==> src/frac_div_defs.vh <==
// register offsets, field positions, masks and reset values of the divider configuration
`ifndef FRAC_DIV_DEFS_VH
`define FRAC_DIV_DEFS_VH

`define ADDR_CLOCK_INPUT_INVERSION    7'h00
`define ADDR_SPREAD_STEP_CONFIG       7'h04
`define ADDR_CHARGE_PUMP_CONFIG       7'h4E
`define ADDR_LOOP_FILTER_CONFIG       7'h4F
`define ADDR_ENABLE_AND_STARTUP_WAIT  7'h73

`define MASK_CLOCK_INPUT_INVERSION    16'h000E
`define MASK_SPREAD_STEP_CONFIG       16'h003F
`define MASK_CHARGE_PUMP_CONFIG       16'h9998
`define MASK_LOOP_FILTER_CONFIG       16'h9990
`define MASK_ENABLE_AND_STARTUP_WAIT  16'hD000

`define RST_CLOCK_INPUT_INVERSION     16'h0000
`define RST_SPREAD_STEP_CONFIG        16'h0027
`define RST_CHARGE_PUMP_CONFIG        16'h0008
`define RST_LOOP_FILTER_CONFIG        16'h0000
`define RST_ENABLE_AND_STARTUP_WAIT   16'h1000

`define BIT_FEEDBACK_INPUT_INVERT     3
`define BIT_SECOND_INPUT_INVERT       2
`define BIT_FIRST_INPUT_INVERT        1
`define FLD_SPREAD_INIT_HI            5
`define FLD_SPREAD_INIT_LO            3
`define FLD_SPREAD_STEP_HI            2
`define FLD_SPREAD_STEP_LO            0
`define BIT_GTS_WAIT                  15
`define BIT_STARTUP_WAIT              14
`define BIT_SYNTH_ENABLE              12

`define NUM_PHASE_TAPS                8

`endif

==> src/fractional_divider_config_regs.v <==
// configuration registers and fractional output counter of the reduced clock-synthesis tile
`include "frac_div_defs.vh"

module fractional_divider_config_regs (
  input  wire        sys_clk_i,
  input  wire        rst_n_i,
  input  wire [6:0]  cfg_addr_i,
  input  wire        cfg_en_i,
  input  wire        cfg_we_i,
  input  wire [15:0] cfg_wdata_i,
  output reg  [15:0] cfg_rdata_o,
  output reg         cfg_ready_o,
  input  wire [7:0]  osc_phase_i,
  input  wire        output_counter_enable_i,
  input  wire        fractional_mode_enable_i,
  input  wire [2:0]  phase_tap_select_a_i,
  input  wire [2:0]  phase_tap_select_b_i,
  input  wire [2:0]  phase_tap_step_i,
  output reg         frac_clk_o,
  output reg         aux_clk_o,
  output reg         feedback_input_invert_o,
  output reg         second_input_invert_o,
  output reg         first_input_invert_o,
  output reg  [2:0]  spread_initial_step_count_o,
  output reg  [2:0]  spread_step_count_o,
  output reg  [15:0] charge_pump_config_o,
  output reg  [15:0] loop_filter_config_o,
  output reg  [15:0] enable_and_startup_wait_o
);

  // fractional sequencer states, one-hot
  localparam [2:0] ST_IDLE    = 3'b001;
  localparam [2:0] ST_HIGH    = 3'b010;
  localparam [2:0] ST_LOW     = 3'b100;

  reg  [15:0] clock_input_inversion_q;
  reg  [15:0] spread_step_config_q;
  reg  [7:0]  phase_prev_q;
  reg  [2:0]  state_q;
  reg  [2:0]  state_d;
  reg  [2:0]  tap_b_q;
  reg  [2:0]  tap_b_d;
  reg  [1:0]  edge_cnt_q;
  reg  [1:0]  edge_cnt_d;
  reg         out_d;
  wire [7:0]  phase_rise;
  wire        rise_a;
  wire        rise_b;
  wire        frac_mode;
  wire        half_ratio;
  wire        cfg_wr;

  // picks the rising-edge flag of one of the eight taps
  function tap_rise;
    input [7:0] rises;
    input [2:0] sel;
    begin
      tap_rise = rises[sel];
    end
  endfunction

  // keeps only the implemented bits of a write
  function [15:0] masked;
    input [15:0] data;
    input [15:0] mask;
    begin
      masked = data & mask;
    end
  endfunction

  assign cfg_wr     = cfg_en_i & cfg_we_i;
  assign phase_rise = osc_phase_i & ~phase_prev_q;
  assign rise_a     = tap_rise(phase_rise, phase_tap_select_a_i);
  assign rise_b     = tap_rise(phase_rise, tap_b_q);
  assign frac_mode  = output_counter_enable_i & fractional_mode_enable_i;
  // a zero step means B stays put: the half-integer case, where A brings the output high
  assign half_ratio = (phase_tap_step_i == 3'h0);

  // register writes; reserved bits never store so they always read zero
  always @(posedge sys_clk_i) begin
    if (!rst_n_i) begin
      clock_input_inversion_q   <= `RST_CLOCK_INPUT_INVERSION;
      spread_step_config_q      <= `RST_SPREAD_STEP_CONFIG;
      charge_pump_config_o      <= `RST_CHARGE_PUMP_CONFIG;
      loop_filter_config_o      <= `RST_LOOP_FILTER_CONFIG;
      enable_and_startup_wait_o <= `RST_ENABLE_AND_STARTUP_WAIT;
    end else if (cfg_wr) begin
      case (cfg_addr_i)
        `ADDR_CLOCK_INPUT_INVERSION: begin
          clock_input_inversion_q <= masked(cfg_wdata_i, `MASK_CLOCK_INPUT_INVERSION);
        end
        `ADDR_SPREAD_STEP_CONFIG: begin
          spread_step_config_q <= masked(cfg_wdata_i, `MASK_SPREAD_STEP_CONFIG);
        end
        `ADDR_CHARGE_PUMP_CONFIG: begin
          charge_pump_config_o <= masked(cfg_wdata_i, `MASK_CHARGE_PUMP_CONFIG);
        end
        `ADDR_LOOP_FILTER_CONFIG: begin
          loop_filter_config_o <= masked(cfg_wdata_i, `MASK_LOOP_FILTER_CONFIG);
        end
        `ADDR_ENABLE_AND_STARTUP_WAIT: begin
          enable_and_startup_wait_o <= masked(cfg_wdata_i, `MASK_ENABLE_AND_STARTUP_WAIT);
        end
        default: begin
        end
      endcase
    end
  end

  // read port answers one cycle after the strobe; unmapped offsets read zero
  always @(posedge sys_clk_i) begin
    if (!rst_n_i) begin
      cfg_ready_o <= 1'b0;
      cfg_rdata_o <= 16'h0000;
    end else begin
      cfg_ready_o <= cfg_en_i;
      if (cfg_en_i && !cfg_we_i) begin
        case (cfg_addr_i)
          `ADDR_CLOCK_INPUT_INVERSION:   cfg_rdata_o <= clock_input_inversion_q;
          `ADDR_SPREAD_STEP_CONFIG:      cfg_rdata_o <= spread_step_config_q;
          `ADDR_CHARGE_PUMP_CONFIG:      cfg_rdata_o <= charge_pump_config_o;
          `ADDR_LOOP_FILTER_CONFIG:      cfg_rdata_o <= loop_filter_config_o;
          `ADDR_ENABLE_AND_STARTUP_WAIT: cfg_rdata_o <= enable_and_startup_wait_o;
          default:                       cfg_rdata_o <= 16'h0000;
        endcase
      end
    end
  end

  // field copies; one cycle behind the register so every output is a flop
  always @(posedge sys_clk_i) begin
    if (!rst_n_i) begin
      feedback_input_invert_o     <= 1'b0;
      second_input_invert_o       <= 1'b0;
      first_input_invert_o        <= 1'b0;
      spread_initial_step_count_o <= 3'h4;
      spread_step_count_o         <= 3'h7;
    end else begin
      feedback_input_invert_o     <= clock_input_inversion_q[`BIT_FEEDBACK_INPUT_INVERT];
      second_input_invert_o       <= clock_input_inversion_q[`BIT_SECOND_INPUT_INVERT];
      first_input_invert_o        <= clock_input_inversion_q[`BIT_FIRST_INPUT_INVERT];
      spread_initial_step_count_o <= spread_step_config_q[`FLD_SPREAD_INIT_HI:`FLD_SPREAD_INIT_LO];
      spread_step_count_o         <= spread_step_config_q[`FLD_SPREAD_STEP_HI:`FLD_SPREAD_STEP_LO];
    end
  end

  // fractional sequencer: A (or B) brings the output high, second B edge drops it
  always @* begin
    state_d    = state_q;
    tap_b_d    = tap_b_q;
    edge_cnt_d = edge_cnt_q;
    out_d      = frac_clk_o;
    case (state_q)
      ST_IDLE: begin
        tap_b_d    = phase_tap_select_b_i;
        edge_cnt_d = 2'h0;
        out_d      = 1'b0;
        if (frac_mode && rise_a) begin
          state_d = ST_HIGH;
          out_d   = 1'b1;
        end
      end
      ST_HIGH: begin
        if (rise_b) begin
          if (edge_cnt_q == 2'h1) begin
            state_d    = ST_LOW;
            out_d      = 1'b0;
            edge_cnt_d = 2'h0;
          end else begin
            edge_cnt_d = edge_cnt_q + 2'h1;
          end
        end
      end
      ST_LOW: begin
        if (half_ratio) begin
          // second following A edge restores the output
          if (rise_a) begin
            if (edge_cnt_q == 2'h1) begin
              state_d    = ST_HIGH;
              out_d      = 1'b1;
              edge_cnt_d = 2'h0;
            end else begin
              edge_cnt_d = edge_cnt_q + 2'h1;
            end
          end
        end else if (rise_b) begin
          // adder logic: B hops forward by the step each period
          state_d = ST_HIGH;
          out_d   = 1'b1;
          tap_b_d = tap_b_q + phase_tap_step_i;
        end
      end
      default: begin
        state_d = ST_IDLE;
      end
    endcase
    if (!frac_mode) begin
      state_d = ST_IDLE;
      out_d   = 1'b0;
    end
  end

  // sequencer flops and tap edge history; taps are sampled as synchronous inputs
  always @(posedge sys_clk_i) begin
    if (!rst_n_i) begin
      state_q      <= ST_IDLE;
      tap_b_q      <= 3'h0;
      edge_cnt_q   <= 2'h0;
      frac_clk_o   <= 1'b0;
      phase_prev_q <= 8'h00;
    end else begin
      state_q      <= state_d;
      tap_b_q      <= tap_b_d;
      edge_cnt_q   <= edge_cnt_d;
      frac_clk_o   <= out_d;
      phase_prev_q <= osc_phase_i;
    end
  end

  // plain counter use: enable without fractional enable divides tap A by two
  always @(posedge sys_clk_i) begin
    if (!rst_n_i) begin
      aux_clk_o <= 1'b0;
    end else if (output_counter_enable_i && !fractional_mode_enable_i) begin
      if (rise_a) begin
        aux_clk_o <= ~aux_clk_o;
      end
    end else begin
      aux_clk_o <= 1'b0;
    end
  end

endmodule // fractional_divider_config_regs

==> config.mk <==
export PLATFORM = sky130hd
export DESIGN_NAME = fractional_divider_config_regs
export DESIGN_NICKNAME = d
export VERILOG_FILES = /design/src/fractional_divider_config_regs.v
export VERILOG_INCLUDE_DIRS = /design/src /design/src/src
export SDC_FILE = /design/constraint.sdc
export NUM_CORES = 1
export LEC_CHECK = 0
export ABC_AREA = 1
export BUFFER_PORTS_ARGS = -buffer_cell sky130_fd_sc_hd__buf_4
export CAP_MARGIN = 20
export CORE_ASPECT_RATIO = 1.5
export CORE_MARGIN = 8
export CORE_UTILIZATION = 53
export DETAILED_ROUTE_END_ITERATION = 8
export GPL_TIMING_DRIVEN = 0
export PLACE_DENSITY = 0.95
export RECOVER_POWER = 25
export SLEW_MARGIN = 10
export SYNTH_ARGS = -nofsm -noshare
export SYNTH_HDL_FRONTEND = slang
export SYNTH_SLANG_ARGS = --single-unit
export TNS_END_PERCENT = 50
==> constraint.sdc <==
create_clock -name sys_clk_i -period 5.05 [get_ports sys_clk_i]
set_clock_uncertainty 0.1 [all_clocks]
set_input_delay 0.2525 -clock sys_clk_i [delete_from_list [all_inputs] [get_ports sys_clk_i]]
set_output_delay 0.2525 -clock sys_clk_i [all_outputs]
set_load 0.02 [all_outputs]
==> PnR_summary.wiki, run 1 <==
{| class="wikitable"
! Metric !! Value
|-
| IR drop worst, VDD || 0.0003055 V
|-
| Number of max-capacitance violations reported || 0
|-
| Leak Pwr || 2.135 nW
|-
| Share of synthesized area occupied by flip-flops and latches || 0.4074
|-
| Async set or reset register ratio after synthesis || 0
|-
| Synth-to-layout area growth || 31.96%
|-
| Commonest register cell after synthesis || sky130_fd_sc_hd__dfxtp_1
|-
| Number of global-route vias before repair || 3101
|-
| Count of endpoints failing hold in the final timing report || 0
|-
| Arrival time worst endpoint || 1910 ps
|-
| DP Wirelength || 6966 um
|-
| Setup TNS after final layout || 0 ps
|-
| Proportion of power drawn by flip-flops and latches || 0.449
|-
| Net switching power || 0.2835 mW
|-
| Clk slew on worst S/H paths || 70 ps
|-
| Initial Util || 0.5481
|-
| Cell Int Power || 0.8860 mW
|-
| Post-layout instance count excluding filler cells || 651
|-
| Via density || 4.779
|-
| Rows || 34
|-
| Clock latency reported for the late side of the worst-skew pair || 330 ps
|-
| Clock Tree Buf Depth || 2
|-
| Average size of a mapped cell || 7.130 sq um
|-
| Critical path's largest stage delay || 380 ps
|-
| Category of the critical setup timing path || reg -> reg
|-
| Largest net degree at the start of global routing || 12
|-
| Commonest non-fill, non-tap cell in the layout || sky130_fd_sc_hd__buf_4
|-
| Clk network pwr share || 0.422
|-
| Horizontal die dimension || 79.39 um
|-
| CTS H-tree lvls || 3
|-
| Most frequent cells in the layout || sky130_fd_sc_hd__buf_4, sky130_fd_sc_hd__nand2_1, sky130_fd_sc_hd__dfxtp_1, sky130_fd_sc_hd__inv_1, sky130_fd_sc_hd__conb_1
|-
| Net Sw Frac || 0.2424
|-
| Fraction of final layout cells sized beyond drive strength 1 || 0.2677
|-
| Flop and latch count out of synthesis || 65
|-
| Portion of total power attributed to combinational logic || 0.128
|-
| Count of flip-flops with a built-in enable after synthesis || 0
|-
| Critical Path Fanout Max || 6
|-
| Tot GR Track Use || 0.1909
|-
| Area inside the core boundary || 5828 sq um
|-
| Number of antenna cells inserted || 0
|-
| Required time at the worst-slack endpoint || 5170 ps
|-
| Cells taking the most area after synthesis || sky130_fd_sc_hd__dfxtp_1, sky130_fd_sc_hd__nand2_1, sky130_fd_sc_hd__buf_4, sky130_fd_sc_hd__inv_1, sky130_fd_sc_hd__nand3_1
|-
| Total count of max-transition violations in the final report || 0
|-
| Clock buffers created by TritonCTS || 9
|-
| RSZ-0062 raised after global routing || no
|-
| Antenna Violating Nets Remaining || 0
|-
| Post-CTS setup buffer count || 0
|-
| Top-Level Pins || 122
|-
| Drc violations || 0
|-
| Placed Instances || 635
|-
| Crit path cell chain || ha_1 > fa_1 > xnor2_1 > xor2_1 > o21ai_0 > o21a_1
|-
| Path class of the lowest-slack min-delay path || in -> reg
|-
| Die Outline Area || 8818 sq um
|-
| Startpoint kind of the worst setup timing path || register
|-
| Synthesized area || 3194 sq um
|-
| First-pass iteration count of the detailed router || 4
|-
| Die Span Y || 111.1 um
|-
| Number of different library cells in the post-synthesis netlist || 37
|-
| Number of hold-repair buffers added at the cts stage || 0
|-
| DRT iter0 DRCs || 136
|-
| Global-route wire length before repair || 13680 um
|-
| Fin crit share || 0.3541
|-
| Post-Place Worst Slack || 3259 ps
|-
| Area leader, netlist || sky130_fd_sc_hd__dfxtp_1
|-
| GRT Residual Overflow || 0
|-
| Total of endpoints with negative setup slack in the final report || 0
|-
| Status || finished clean
|-
| Cell count after synthesis || 448
|-
| Initial antenna violation count || 0
|-
| Vias post-DR || 3111
|-
| PwrDens || 277.4 nW/um^2
|-
| TritonCTS Sinks || 65
|-
| Slowest stage cell, crit path || sky130_fd_sc_hd__fa_1
|-
| Final weighted congestion in routability-driven placement || 0.8752
|-
| Peak clock frequency supported by timing || 0.5592 GHz
|-
| Synthesis Warnings || 0
|-
| Post-synth top area share || 0.4074
|-
| Mean routed wirelength per cell || 13.14 um
|-
| CTS tree || built
|-
| Net total in the final layout || 622
|-
| Final routed wirelength across all metal layers || 8555 um
|-
| Endpoint type of the worst setup path || register
|-
| Minimum setup slack in the final design || 3262 ps
|-
| Count of cells resized by post-cts repair || 0
|-
| Clock root buffer || sky130_fd_sc_hd__clkbuf_8
|-
| Port Buffers || 80
|-
| Total power || 1.169 mW
|-
| Number of filler cells placed in the layout || 483
|-
| Period minus WS final || 1788 ps
|}
[cell families after synthesis]
group,Yosys count,share of synthesized area
buffers and inverters,119,0.1853
other,1,0.001174
adders and majority gates,2,0.01018
and+or+nand+nor,189,0.2711
AOI/OAI and AO/OA,70,0.1195
xor gates and xnor gates,2,0.005485
DFF,65,0.4074
[power by group through the flow]
stage	registers [mW]	clock network (mW)	logic, mW
global placement	0.537	0	0.144
global route	0.526	0.531	0.165
detailed placement	0.537	0	0.148
finish	0.526	0.494	0.150
floorplan	0.538	0	0.0979
CTS	0.526	0.504	0.148
[metrics by stage]
step                hold slack [ps]  utilization  cell area, sq um
finish                        24.72       0.7233              4215
global route                  18.83       0.7233              4215
CTS                           6.184       0.7284              4245
detailed placement            318.6       0.6891              4016
global placement              314.6       0.6891              4016
floorplan                     246.0            -              3326
[cells in the mapped netlist (2+ instances only)]
library cell and n:
sky130_fd_sc_hd__nand2_1 107, sky130_fd_sc_hd__dfxtp_1 65, sky130_fd_sc_hd__inv_1 63, sky130_fd_sc_hd__buf_4 36, sky130_fd_sc_hd__nand3_1 34, sky130_fd_sc_hd__a21oi_1 31, sky130_fd_sc_hd__nor2_1 24, sky130_fd_sc_hd__o21ai_0 21
sky130_fd_sc_hd__clkbuf_1 8, sky130_fd_sc_hd__inv_2 7, sky130_fd_sc_hd__nand2_2 5, sky130_fd_sc_hd__o21ai_1 5, sky130_fd_sc_hd__o22ai_1 5, sky130_fd_sc_hd__nor2_2 3, sky130_fd_sc_hd__nor3_2 3, sky130_fd_sc_hd__o211ai_1 3
sky130_fd_sc_hd__buf_2 2, sky130_fd_sc_hd__clkinv_1 2, sky130_fd_sc_hd__nand3_2 2, sky130_fd_sc_hd__nand3b_1 2, sky130_fd_sc_hd__nand4_1 2, sky130_fd_sc_hd__nor2_4 2, sky130_fd_sc_hd__o221ai_1 2
[layout make-up]
cell class                      count  area, sq um  area share
Clock buffer                       11        151.4     0.03592
Multi-Input combinational cell    299         1433      0.3399
Inverter                           72        270.3     0.06411
Sequential cell                    65         1301      0.3087
Tap cell                           72        90.09     0.02137
Clock inverter                      5        77.57     0.01840
Timing Repair Buffer               80        570.5      0.1354
Buffer                             47        321.6     0.07628
[flip-flops by register name, summed over array words and instances, names as in the netlist]
| register | cells |
|---|---|
| second_input_invert_o | 1 |
| spread_step_config_q | 6 |
| spread_step_count_o | 3 |
| frac_clk_o | 1 |
| cfg_ready_o | 1 |
| first_input_invert_o | 1 |
| spread_initial_step_count_o | 3 |
| feedback_input_invert_o | 1 |
| cfg_rdata_o | 12 |
| clock_input_inversion_q | 3 |
| enable_and_startup_wait_o | 3 |
| loop_filter_config_o | 6 |
| aux_clk_o | 1 |
| tap_b_q | 3 |
| charge_pump_config_o | 7 |
| edge_cnt_q | 2 |
| state_q | 3 |
| phase_prev_q | 8 |
[worst paths after layout]
path | start | end | slack, ps | cells past startpoint
max | tap_b_q[0] | tap_b_q[2] | 3260 | 6
min | osc_phase_i[5] | phase_prev_q[5] | 20 | 3
max reg2reg | tap_b_q[0] | tap_b_q[2] | 3260 | 6
min reg2reg | edge_cnt_q[1] | edge_cnt_q[1] | 330 | 2
[worst max-delay path: cells and delay by family (launching register included)]
family,cells,cell delay [ps]
AOI/OAI and AO/OA,2,270
xor gates and xnor gates,2,340
adders and majority gates,2,610
DFF,1,370
[metal layers]
layer / wire, um / GRT usage / up-vias
li1: - / - / 1583
met1: 3072 / 0.1809 / 1377
met2: 4545 / 0.3434 / 134
met3: 700 / 0.06250 / 17
met4: 236 / 0.1068 / 0
met5: 0 / 0 / -
Power figures use the tool's default switching activity.
==> run 2: changes to the inputs <==
- CORE_UTILIZATION: 53 -> 49
- PLACE_DENSITY: 0.95 -> 0.91
- clock period: 5.05 -> 1.8 ns (I/O delays scaled with it)
==> run 2 against run 1 <==
  * Non-clock buffer count is 27 higher
  * Largest cell class unchanged
  * Clock-buffer cell count grew 2
  * Flip-flop and latch count stayed put
  * Highest routed layer unchanged
  * Utilization fell by 2.8 points
  * First-iteration DRC count fell by 4.4%
==> PnR_summary.wiki, run 2 (synthesis results as in run 1) <==
{| class="wikitable"
! Metric !! Value
|-
| Total count of max-transition violations in the final report || 0 (unchanged)
|-
| Number of global-route vias before repair || 3226 (+4.0%)
|-
| Initial Util || 0.4994 (-0.04868)
|-
| Combined buffer and inverter count along the critical path || 0 (unchanged)
|-
| Clk slew on worst S/H paths || 70 ps (about the same)
|-
| DP Wirelength || 6777 um (-2.7%)
|-
| Category of the critical setup timing path || reg -> reg
|-
| CTS H-tree lvls || 3 (unchanged)
|-
| Via density || 4.773 (-0.13%)
|-
| Tot GR Track Use || 0.1906 (-0.0002494)
|-
| DRT iter0 DRCs || 130 (-4.4%)
|-
| Path class of the lowest-slack min-delay path || in -> reg
|-
| Peak clock frequency supported by timing || 0.5850 GHz (+4.6%)
|-
| Leak Pwr || 2.236 nW (+4.7%)
|-
| Global-route wire length before repair || 14100 um (+3.1%)
|-
| Rows || 36 (+5.9%)
|-
| Area inside the core boundary || 6396 sq um (+9.7%)
|-
| Clock root buffer || sky130_fd_sc_hd__clkbuf_8
|-
| Post-Place Worst Slack || -1.386 ps (-3260 ps)
|-
| Largest net degree at the start of global routing || 11 (-1)
|-
| Cell depth of the worst hold path || 4 (+1)
|-
| Required time at the worst-slack endpoint || 1930 ps (-3240 ps)
|-
| Crit path depth || 6 (unchanged)
|-
| Status || finished clean
|-
| Count of endpoints failing hold in the final timing report || 0 (unchanged)
|-
| Number of max-capacitance violations reported || 0 (unchanged)
|-
| Drc violations || 0 (unchanged)
|-
| Number of filler cells placed in the layout || 542 (+12%)
|-
| Crit path cell chain || ha_1 > fa_2 > xnor2_2 > xor2_1 > o21ai_0 > o21a_1
|-
| Cell family contributing the most delay on the critical path || adder cells
|-
| Vias post-DR || 3255 (+4.6%)
|-
| Fraction of final layout cells sized beyond drive strength 1 || 0.2607 (-0.006977)
|-
| Top-Level Pins || 122 (unchanged)
|-
| GRT Residual Overflow || 0 (unchanged)
|-
| Horizontal die dimension || 81.93 um (+3.2%)
|-
| Startpoint kind of the worst setup timing path || register
|-
| Finished Core Util || 0.6954 (-0.02785)
|-
| Port Buffers || 80 (unchanged)
|-
| IR drop worst, VDD || 0.0005414 V (+77%)
|-
| Placed Instances || 639 (+0.63%)
|-
| Synth-to-layout area growth || 39.25%
|-
| Die Span Y || 114.9 um (+3.4%)
|-
| Number of antenna cells inserted || 0 (unchanged)
|-
| Arrival time worst endpoint || 1840 ps (-70 ps)
|-
| Die Outline Area || 9412 sq um (+6.7%)
|-
| Fin crit share || 0.9497 (+0.5956)
|-
| Mean routed wirelength per cell || 13.17 um (+0.19%)
|-
| TritonCTS Sinks || 65 (unchanged)
|-
| Initial antenna violation count || 0 (unchanged)
|-
| Slowest stage cell, crit path || sky130_fd_sc_hd__fa_2
|-
| Final weighted congestion in routability-driven placement || 0.8686 (-0.75%)
|-
| Total of endpoints with negative setup slack in the final report || 0 (unchanged)
|-
| Most frequent cells in the layout || sky130_fd_sc_hd__buf_4, sky130_fd_sc_hd__nand2_1, sky130_fd_sc_hd__dfxtp_1, sky130_fd_sc_hd__inv_1, sky130_fd_sc_hd__conb_1
|-
| CTS tree || built
|-
| Register with the highest flop count || cfg_rdata_o
|-
| RSZ-0062 raised after global routing || yes
|-
| PwrDens || 685.8 nW/um^2 (+150%)
|-
| Clock latency reported for the late side of the worst-skew pair || 340 ps (about the same)
|-
| Final routed wirelength across all metal layers || 8979 um (+5.0%)
|-
| Minimum setup slack in the final design || 90.50 ps (-3171 ps)
|-
| First-pass iteration count of the detailed router || 4 (unchanged)
|-
| Critical Path Fanout Max || 6 (unchanged)
|-
| Clock buffers created by TritonCTS || 9 (unchanged)
|-
| Largest register FFs || 12 (unchanged)
|-
| Endpoint type of the worst setup path || register
|-
| Top Registers || cfg_rdata_o (12), phase_prev_q (8), charge_pump_config_o (7)
|-
| Period minus WS final || 1710 ps (-78.91 ps)
|-
| Commonest non-fill, non-tap cell in the layout || sky130_fd_sc_hd__buf_4
|-
| Clock Tree Buf Depth || 2 (unchanged)
|-
| Antenna Violating Nets Remaining || 0 (unchanged)
|-
| Post-layout instance count excluding filler cells || 682 (+4.8%)
|-
| Register-to-Register Path Depth || 6 (unchanged)
|-
| Setup TNS after final layout || 0 ps (unchanged)
|-
| Critical path's largest stage delay || 360 ps (-20 ps)
|-
| Net total in the final layout || 649 (+4.3%)
|}
[run 2: final timing paths]
check	startpoint	to	slack (ps)
setup / recovery	tap_b_q[0]	tap_b_q[2]	90
hold / removal	output_counter_enable_i	state_q[0]	20
setup reg to reg	tap_b_q[0]	tap_b_q[2]	90
hold reg to reg	clock_input_inversion_q[2]	second_input_invert_o	320
[run 2: worst min-delay path, stage by stage]
cell and delay (ps):
sky130_fd_sc_hd__buf_4 110, sky130_fd_sc_hd__nand2_1 70, sky130_fd_sc_hd__nor2_1 80, sky130_fd_sc_hd__nand3_1 80
[run 2: layout make-up]
type	count	area, sq um	area share
timing repair buffer	107	842.1	0.1893
buffer	47	321.6	0.07229
tap	76	95.09	0.02138
clock inverter	3	15.01	0.003376
inverter	72	270.3	0.06076
clock buffer	13	158.9	0.03572
sequential	65	1303	0.2928
multi-input combinational	299	1443	0.3243
[run 2: stage by stage]
step	total power, mW	area (sq um)	hold slack [ps]
2_1_floorplan	1.785	3326	83.45
3_3_place_gp	1.913	4021	185.8
3_5_place_dp	1.923	4021	190.4
4_1_cts	3.071	4456	0.7100
5_1_grt	3.181	4448	44.34
6_report	3.051	4448	20.66
[run 2: per-layer routing]
| layer | global-route usage | wire length [um] |
|---|---|---|
| met4 | 0.1059 | 267 |
| met1 | 0.1897 | 3245 |
| met5 | 0 | 0 |
| met2 | 0.3425 | 4701 |
| met3 | 0.04930 | 766 |
[run 2: repair_timing]
| item | 4_1_cts | 5_1_grt |
|---|---|---|
| hold buffers | 26 | 0 |
| setup endpoints to repair | 1 | 6 |
| endpoints found under the hold margin | 39 | 0 |
| gates resized for setup | 0 | 3 |
| pin swaps | 1 | 1 |
| buffers inserted | 0 | 1 |
[run 2: power breakdown]
part / internal, mW / switching, mW
Combinational: 0.216 / 0.259
Clock: 0.569 / 0.531
Sequential: 1.46 / 0.0148
==> run 3: changes to the inputs <==
- ABC_AREA: 1 -> 0
==> run 3 against run 2 <==
  * The run now ends with negative setup slack left
  * Synthesized cell count shrank 24%
  * Fmax shrank 6.4%
  * Clock-buffer cell count decreased by 2
  * Worst setup slack lost 120 ps
  * Area after synthesis fell by 1.9%
  * Total power increased by 5.2%
  * Via count down 13%
  * Worst hold slack better by 12 ps
  * Clock power increased by 10%
  * Die area down 1.6%
  * Largest power group unchanged
==> PnR_summary.wiki, run 3 <==
{| class="wikitable"
! Metric !! Value
|-
| Status || complete, but fails checks
|-
| Violated checks || negative setup slack
|-
| Post-synth top area share || 0.4153 (+0.007972)
|-
| Portion of total power attributed to combinational logic || 0.161 (+0.005)
|-
| Total power || 3.208 mW (+5.2%)
|-
| Drc violations || 0 (unchanged)
|-
| Largest register FFs || 12 (unchanged)
|-
| Most instantiated cells after synthesis || sky130_fd_sc_hd__dfxtp_1, sky130_fd_sc_hd__buf_4, sky130_fd_sc_hd__nand2_1
|-
| Die Span Y || 113.9 um (-0.83%)
|-
| Antenna Violating Nets Remaining || 0 (unchanged)
|-
| Die Outline Area || 9261 sq um (-1.6%)
|-
| Clk slew on worst S/H paths || 70 ps (about the same)
|-
| Slowest stage cell, crit path || sky130_fd_sc_hd__or4_1
|-
| Clk network pwr share || 0.378 (+0.018)
|-
| Vias post-DR || 2832 (-13%)
|-
| CTS tree || built
|-
| DP Wirelength || 6703 um (-1.1%)
|-
| Tot GR Track Use || 0.1936 (+0.002927)
|-
| IR drop worst, VDD || 0.0005618 V (+3.8%)
|-
| Port Buffers || 79 (-1.3%)
|-
| Crit path cell chain || ha_2 > fa_2 > xnor2_1 > or4_1 > a2bb2oi_1 > o21ai_1
|-
| Synth-to-layout area growth || 37.78%
|-
| Startpoint kind of the worst setup timing path || register
|-
| Most frequent cells in the layout || sky130_fd_sc_hd__buf_4, sky130_fd_sc_hd__dfxtp_1, sky130_fd_sc_hd__nand2_1, sky130_fd_sc_hd__conb_1, sky130_fd_sc_hd__clkbuf_1
|-
| Number of global-route vias before repair || 3000 (-7.0%)
|-
| Clock root buffer || sky130_fd_sc_hd__clkbuf_8
|-
| Launching element of the worst setup path || tap_b_q[0]
|-
| Post-Place Worst Slack || -91.00 ps (-89.62 ps)
|-
| Max-slew headroom at the worst pin || 0.6192
|-
| Critical path's largest stage delay || 410 ps (+50 ps)
|-
| Post-CTS setup buffer count || 0 (unchanged)
|-
| Worst flop-to-flop path startpoint || tap_b_q[0]
|-
| Peak clock frequency supported by timing || 0.5473 GHz (-6.4%)
|-
| PwrDens || 743.2 nW/um^2 (+8.4%)
|-
| Total of endpoints with negative setup slack in the final report || 1 (+1)
|-
| Synthesis Warnings || 0 (unchanged)
|-
| Most used standard cell by instance count after synthesis || sky130_fd_sc_hd__dfxtp_1
|-
| Endpoint type of the worst setup path || register
|-
| Clock latency reported for the late side of the worst-skew pair || 330 ps (about the same)
|-
| Clock Tree Buf Depth || 2 (unchanged)
|-
| Top Registers || cfg_rdata_o (12), phase_prev_q (8), charge_pump_config_o (7)
|-
| Synthesized area || 3133 sq um (-1.9%)
|-
| Commonest non-fill, non-tap cell in the layout || sky130_fd_sc_hd__buf_4
|-
| Register with the highest flop count || cfg_rdata_o
|-
| Category of the critical setup timing path || reg -> reg
|-
| Arrival time worst endpoint || 2000 ps (+160 ps)
|-
| Net switching power || 0.8238 mW (+2.4%)
|-
| Area leader, netlist || sky130_fd_sc_hd__dfxtp_1
|-
| End of the worst register-to-register path || tap_b_q[2]
|-
| Area inside the core boundary || 6175 sq um (-3.5%)
|-
| Required time at the worst-slack endpoint || 1970 ps (+40 ps)
|-
| Top-Level Pins || 122 (unchanged)
|-
| TritonCTS Sinks || 65 (unchanged)
|-
| Proportion of power drawn by flip-flops and latches || 0.461 (-0.023)
|-
| Fraction of final layout cells sized beyond drive strength 1 || 0.2641 (+0.003387)
|-
| Cell count after synthesis || 341 (-24%)
|-
| Number of antenna cells inserted || 0 (unchanged)
|-
| Minimum setup slack in the final design || -27.07 ps (-117.6 ps)
|-
| First-pass iteration count of the detailed router || 4 (unchanged)
|-
| Number of max-capacitance violations reported || 0 (unchanged)
|-
| Flop and latch count out of synthesis || 65 (unchanged)
|-
| Number of filler cells placed in the layout || 480 (-11%)
|-
| Total count of max-transition violations in the final report || 0 (unchanged)
|-
| Launch point of the worst hold path || cfg_addr_i[3]
|-
| Via density || 4.968 (+4.1%)
|-
| CTS H-tree lvls || 3 (unchanged)
|-
| Tightest Pin Transition || 568.1 ps
|-
| Hold Path End || cfg_rdata_o[14]
|-
| Post-layout instance count excluding filler cells || 570 (-16%)
|-
| Cells taking the most area after synthesis || sky130_fd_sc_hd__dfxtp_1, sky130_fd_sc_hd__mux2i_1, sky130_fd_sc_hd__buf_4, sky130_fd_sc_hd__nand2_1, sky130_fd_sc_hd__nor2_1
|-
| Average size of a mapped cell || 9.188 sq um (+29%)
|-
| Share of synthesized area occupied by flip-flops and latches || 0.4153 (+0.007972)
|-
| Rows || 35 (-2.8%)
|-
| Fin crit share || 1.015 (+0.06531)
|-
| GRT Residual Overflow || 0 (unchanged)
|-
| Net total in the final layout || 539 (-17%)
|-
| Leak Pwr || 1.956 nW (-13%)
|-
| Net Sw Frac || 0.2568 (-0.006889)
|-
| Commonest register cell after synthesis || sky130_fd_sc_hd__dfxtp_1
|-
| Global-route wire length before repair || 14170 um (+0.49%)
|-
| Horizontal die dimension || 81.29 um (-0.78%)
|-
| Finished Core Util || 0.6991 (+0.003665)
|-
| Largest net degree at the start of global routing || 12 (+1)
|-
| Initial Util || 0.5074 (+0.007983)
|-
| Count of flip-flops with a built-in enable after synthesis || 0 (unchanged)
|-
| Critical Path Fanout Max || 4 (-2)
|-
| Async set or reset register ratio after synthesis || 0 (unchanged)
|-
| Cell Int Power || 2.384 mW (+6.1%)
|-
| Number of different library cells in the post-synthesis netlist || 51 (+38%)
|-
| Period minus WS final || 1827 ps (+117.6 ps)
|-
| Placed Instances || 529 (-17%)
|-
| RSZ-0062 raised after global routing || yes
|-
| Final weighted congestion in routability-driven placement || 0.9090 (+4.7%)
|-
| Mean routed wirelength per cell || 15.60 um (+19%)
|-
| Slack of the worst reg-to-reg path || -30 ps (-120 ps)
|-
| Final routed wirelength across all metal layers || 8894 um (-0.95%)
|-
| DRT iter0 DRCs || 158 (+22%)
|-
| Initial antenna violation count || 0 (unchanged)
|-
| Path class of the lowest-slack min-delay path || in -> reg
|-
| Count of endpoints failing hold in the final timing report || 0 (unchanged)
|-
| Cell depth of the worst hold path || 4 (unchanged)
|-
| Clock buffers created by TritonCTS || 9 (unchanged)
|-
| Register-to-Register Path Depth || 6 (unchanged)
|}
[run 3: cell count changes after synthesis, sizes merged, moves of 10 or more]
cell and change:
nand2 -76, inv -65, mux2i +31, nand3 -27
o21ai -22, and2 +16, a21oi -12, nand2b +11
nor2b +10
[run 3: what timing repair did]
item                                   in CTS  in global routing
hold buffers                               25                  0
pin swaps                                   0                  0
resized for setup                           3                  0
setup endpoints to repair                   1                  3
endpoints found under the hold margin      40                  0
[run 3: cells by family (layout without fill, tap and decap cells)]
family / count (synthesis) / in the layout / synth area share
flops: 65 / 65 / 0.4153
compound gates: 39 / 39 / 0.08267
mux: 37 / 37 / 0.1466
fa+ha+maj: 2 / 2 / 0.01038
buf+inv: 56 / 176 / 0.1146
other cells: 1 / 36 / 0.001197
xor+xnor: 2 / 2 / 0.005592
simple gates: 139 / 139 / 0.2237
[run 3: layer usage]
metal | vias to the layer above | GRT usage | wire (um)
met2 | 114 | 0.3580 | 4862
met3 | 9 | 0.07165 | 789
met4 | 0 | 0.06707 | 76
li1 | 1391 | - | -
met1 | 1318 | 0.1855 | 3166
met5 | - | 0 | 0
[run 3: how the worst max path moves through the flow]
stage,to,slack (ps),cells past startpoint
after detailed placement,tap_b_q[2],-90,6
after global placement,tap_b_q[2],-40,6
after floorplan,tap_b_q[2],50,6
after global routing,tap_b_q[2],-70,6
after CTS,tap_b_q[2],-10,6
final,tap_b_q[2],-30,6
[run 3: power groups by stage]
stage / sequential (mW) / clock [mW] / combinational [mW]
2_1_floorplan: 1.52 / 0 / 0.310
3_3_place_gp: 1.51 / 0 / 0.455
3_5_place_dp: 1.51 / 0 / 0.465
4_1_cts: 1.48 / 1.24 / 0.510
5_1_grt: 1.48 / 1.30 / 0.555
6_report: 1.48 / 1.21 / 0.515
[run 3: area by class of cell]
type                            instances  area [sq um]  area share
Timing Repair Buffer                  104         757.0      0.1754
Buffer                                 51         340.3     0.07884
Multi-Input combinational cell        255          1609      0.3728
Clock buffer                           11         141.4     0.03275
Tap cell                               74         92.59     0.02145
Inverter                                5         18.77    0.004348
Clock inverter                          5         55.05     0.01275
Sequential cell                        65          1303      0.3017
[run 3: worst max-delay path: cells and delay by family (launching register included)]
kind | cells | cell delay (ps)
adders and majority gates | 2 | 530
and+or+nand+nor | 1 | 410
DFF | 1 | 350
AOI/OAI and AO/OA | 2 | 230
xor gates and xnor gates | 1 | 150
[run 3: metrics by stage]
step	instance area [sq um]	setup TNS (ps)	hold slack, ps
after floorplan	3264	0	67.86
after global placement	3950	-38.25	167.4
after detailed placement	3950	-91.00	175.2
after CTS	4403	-10.64	6.456
after global routing	4317	-106.9	43.47
final	4317	-27.07	32.99
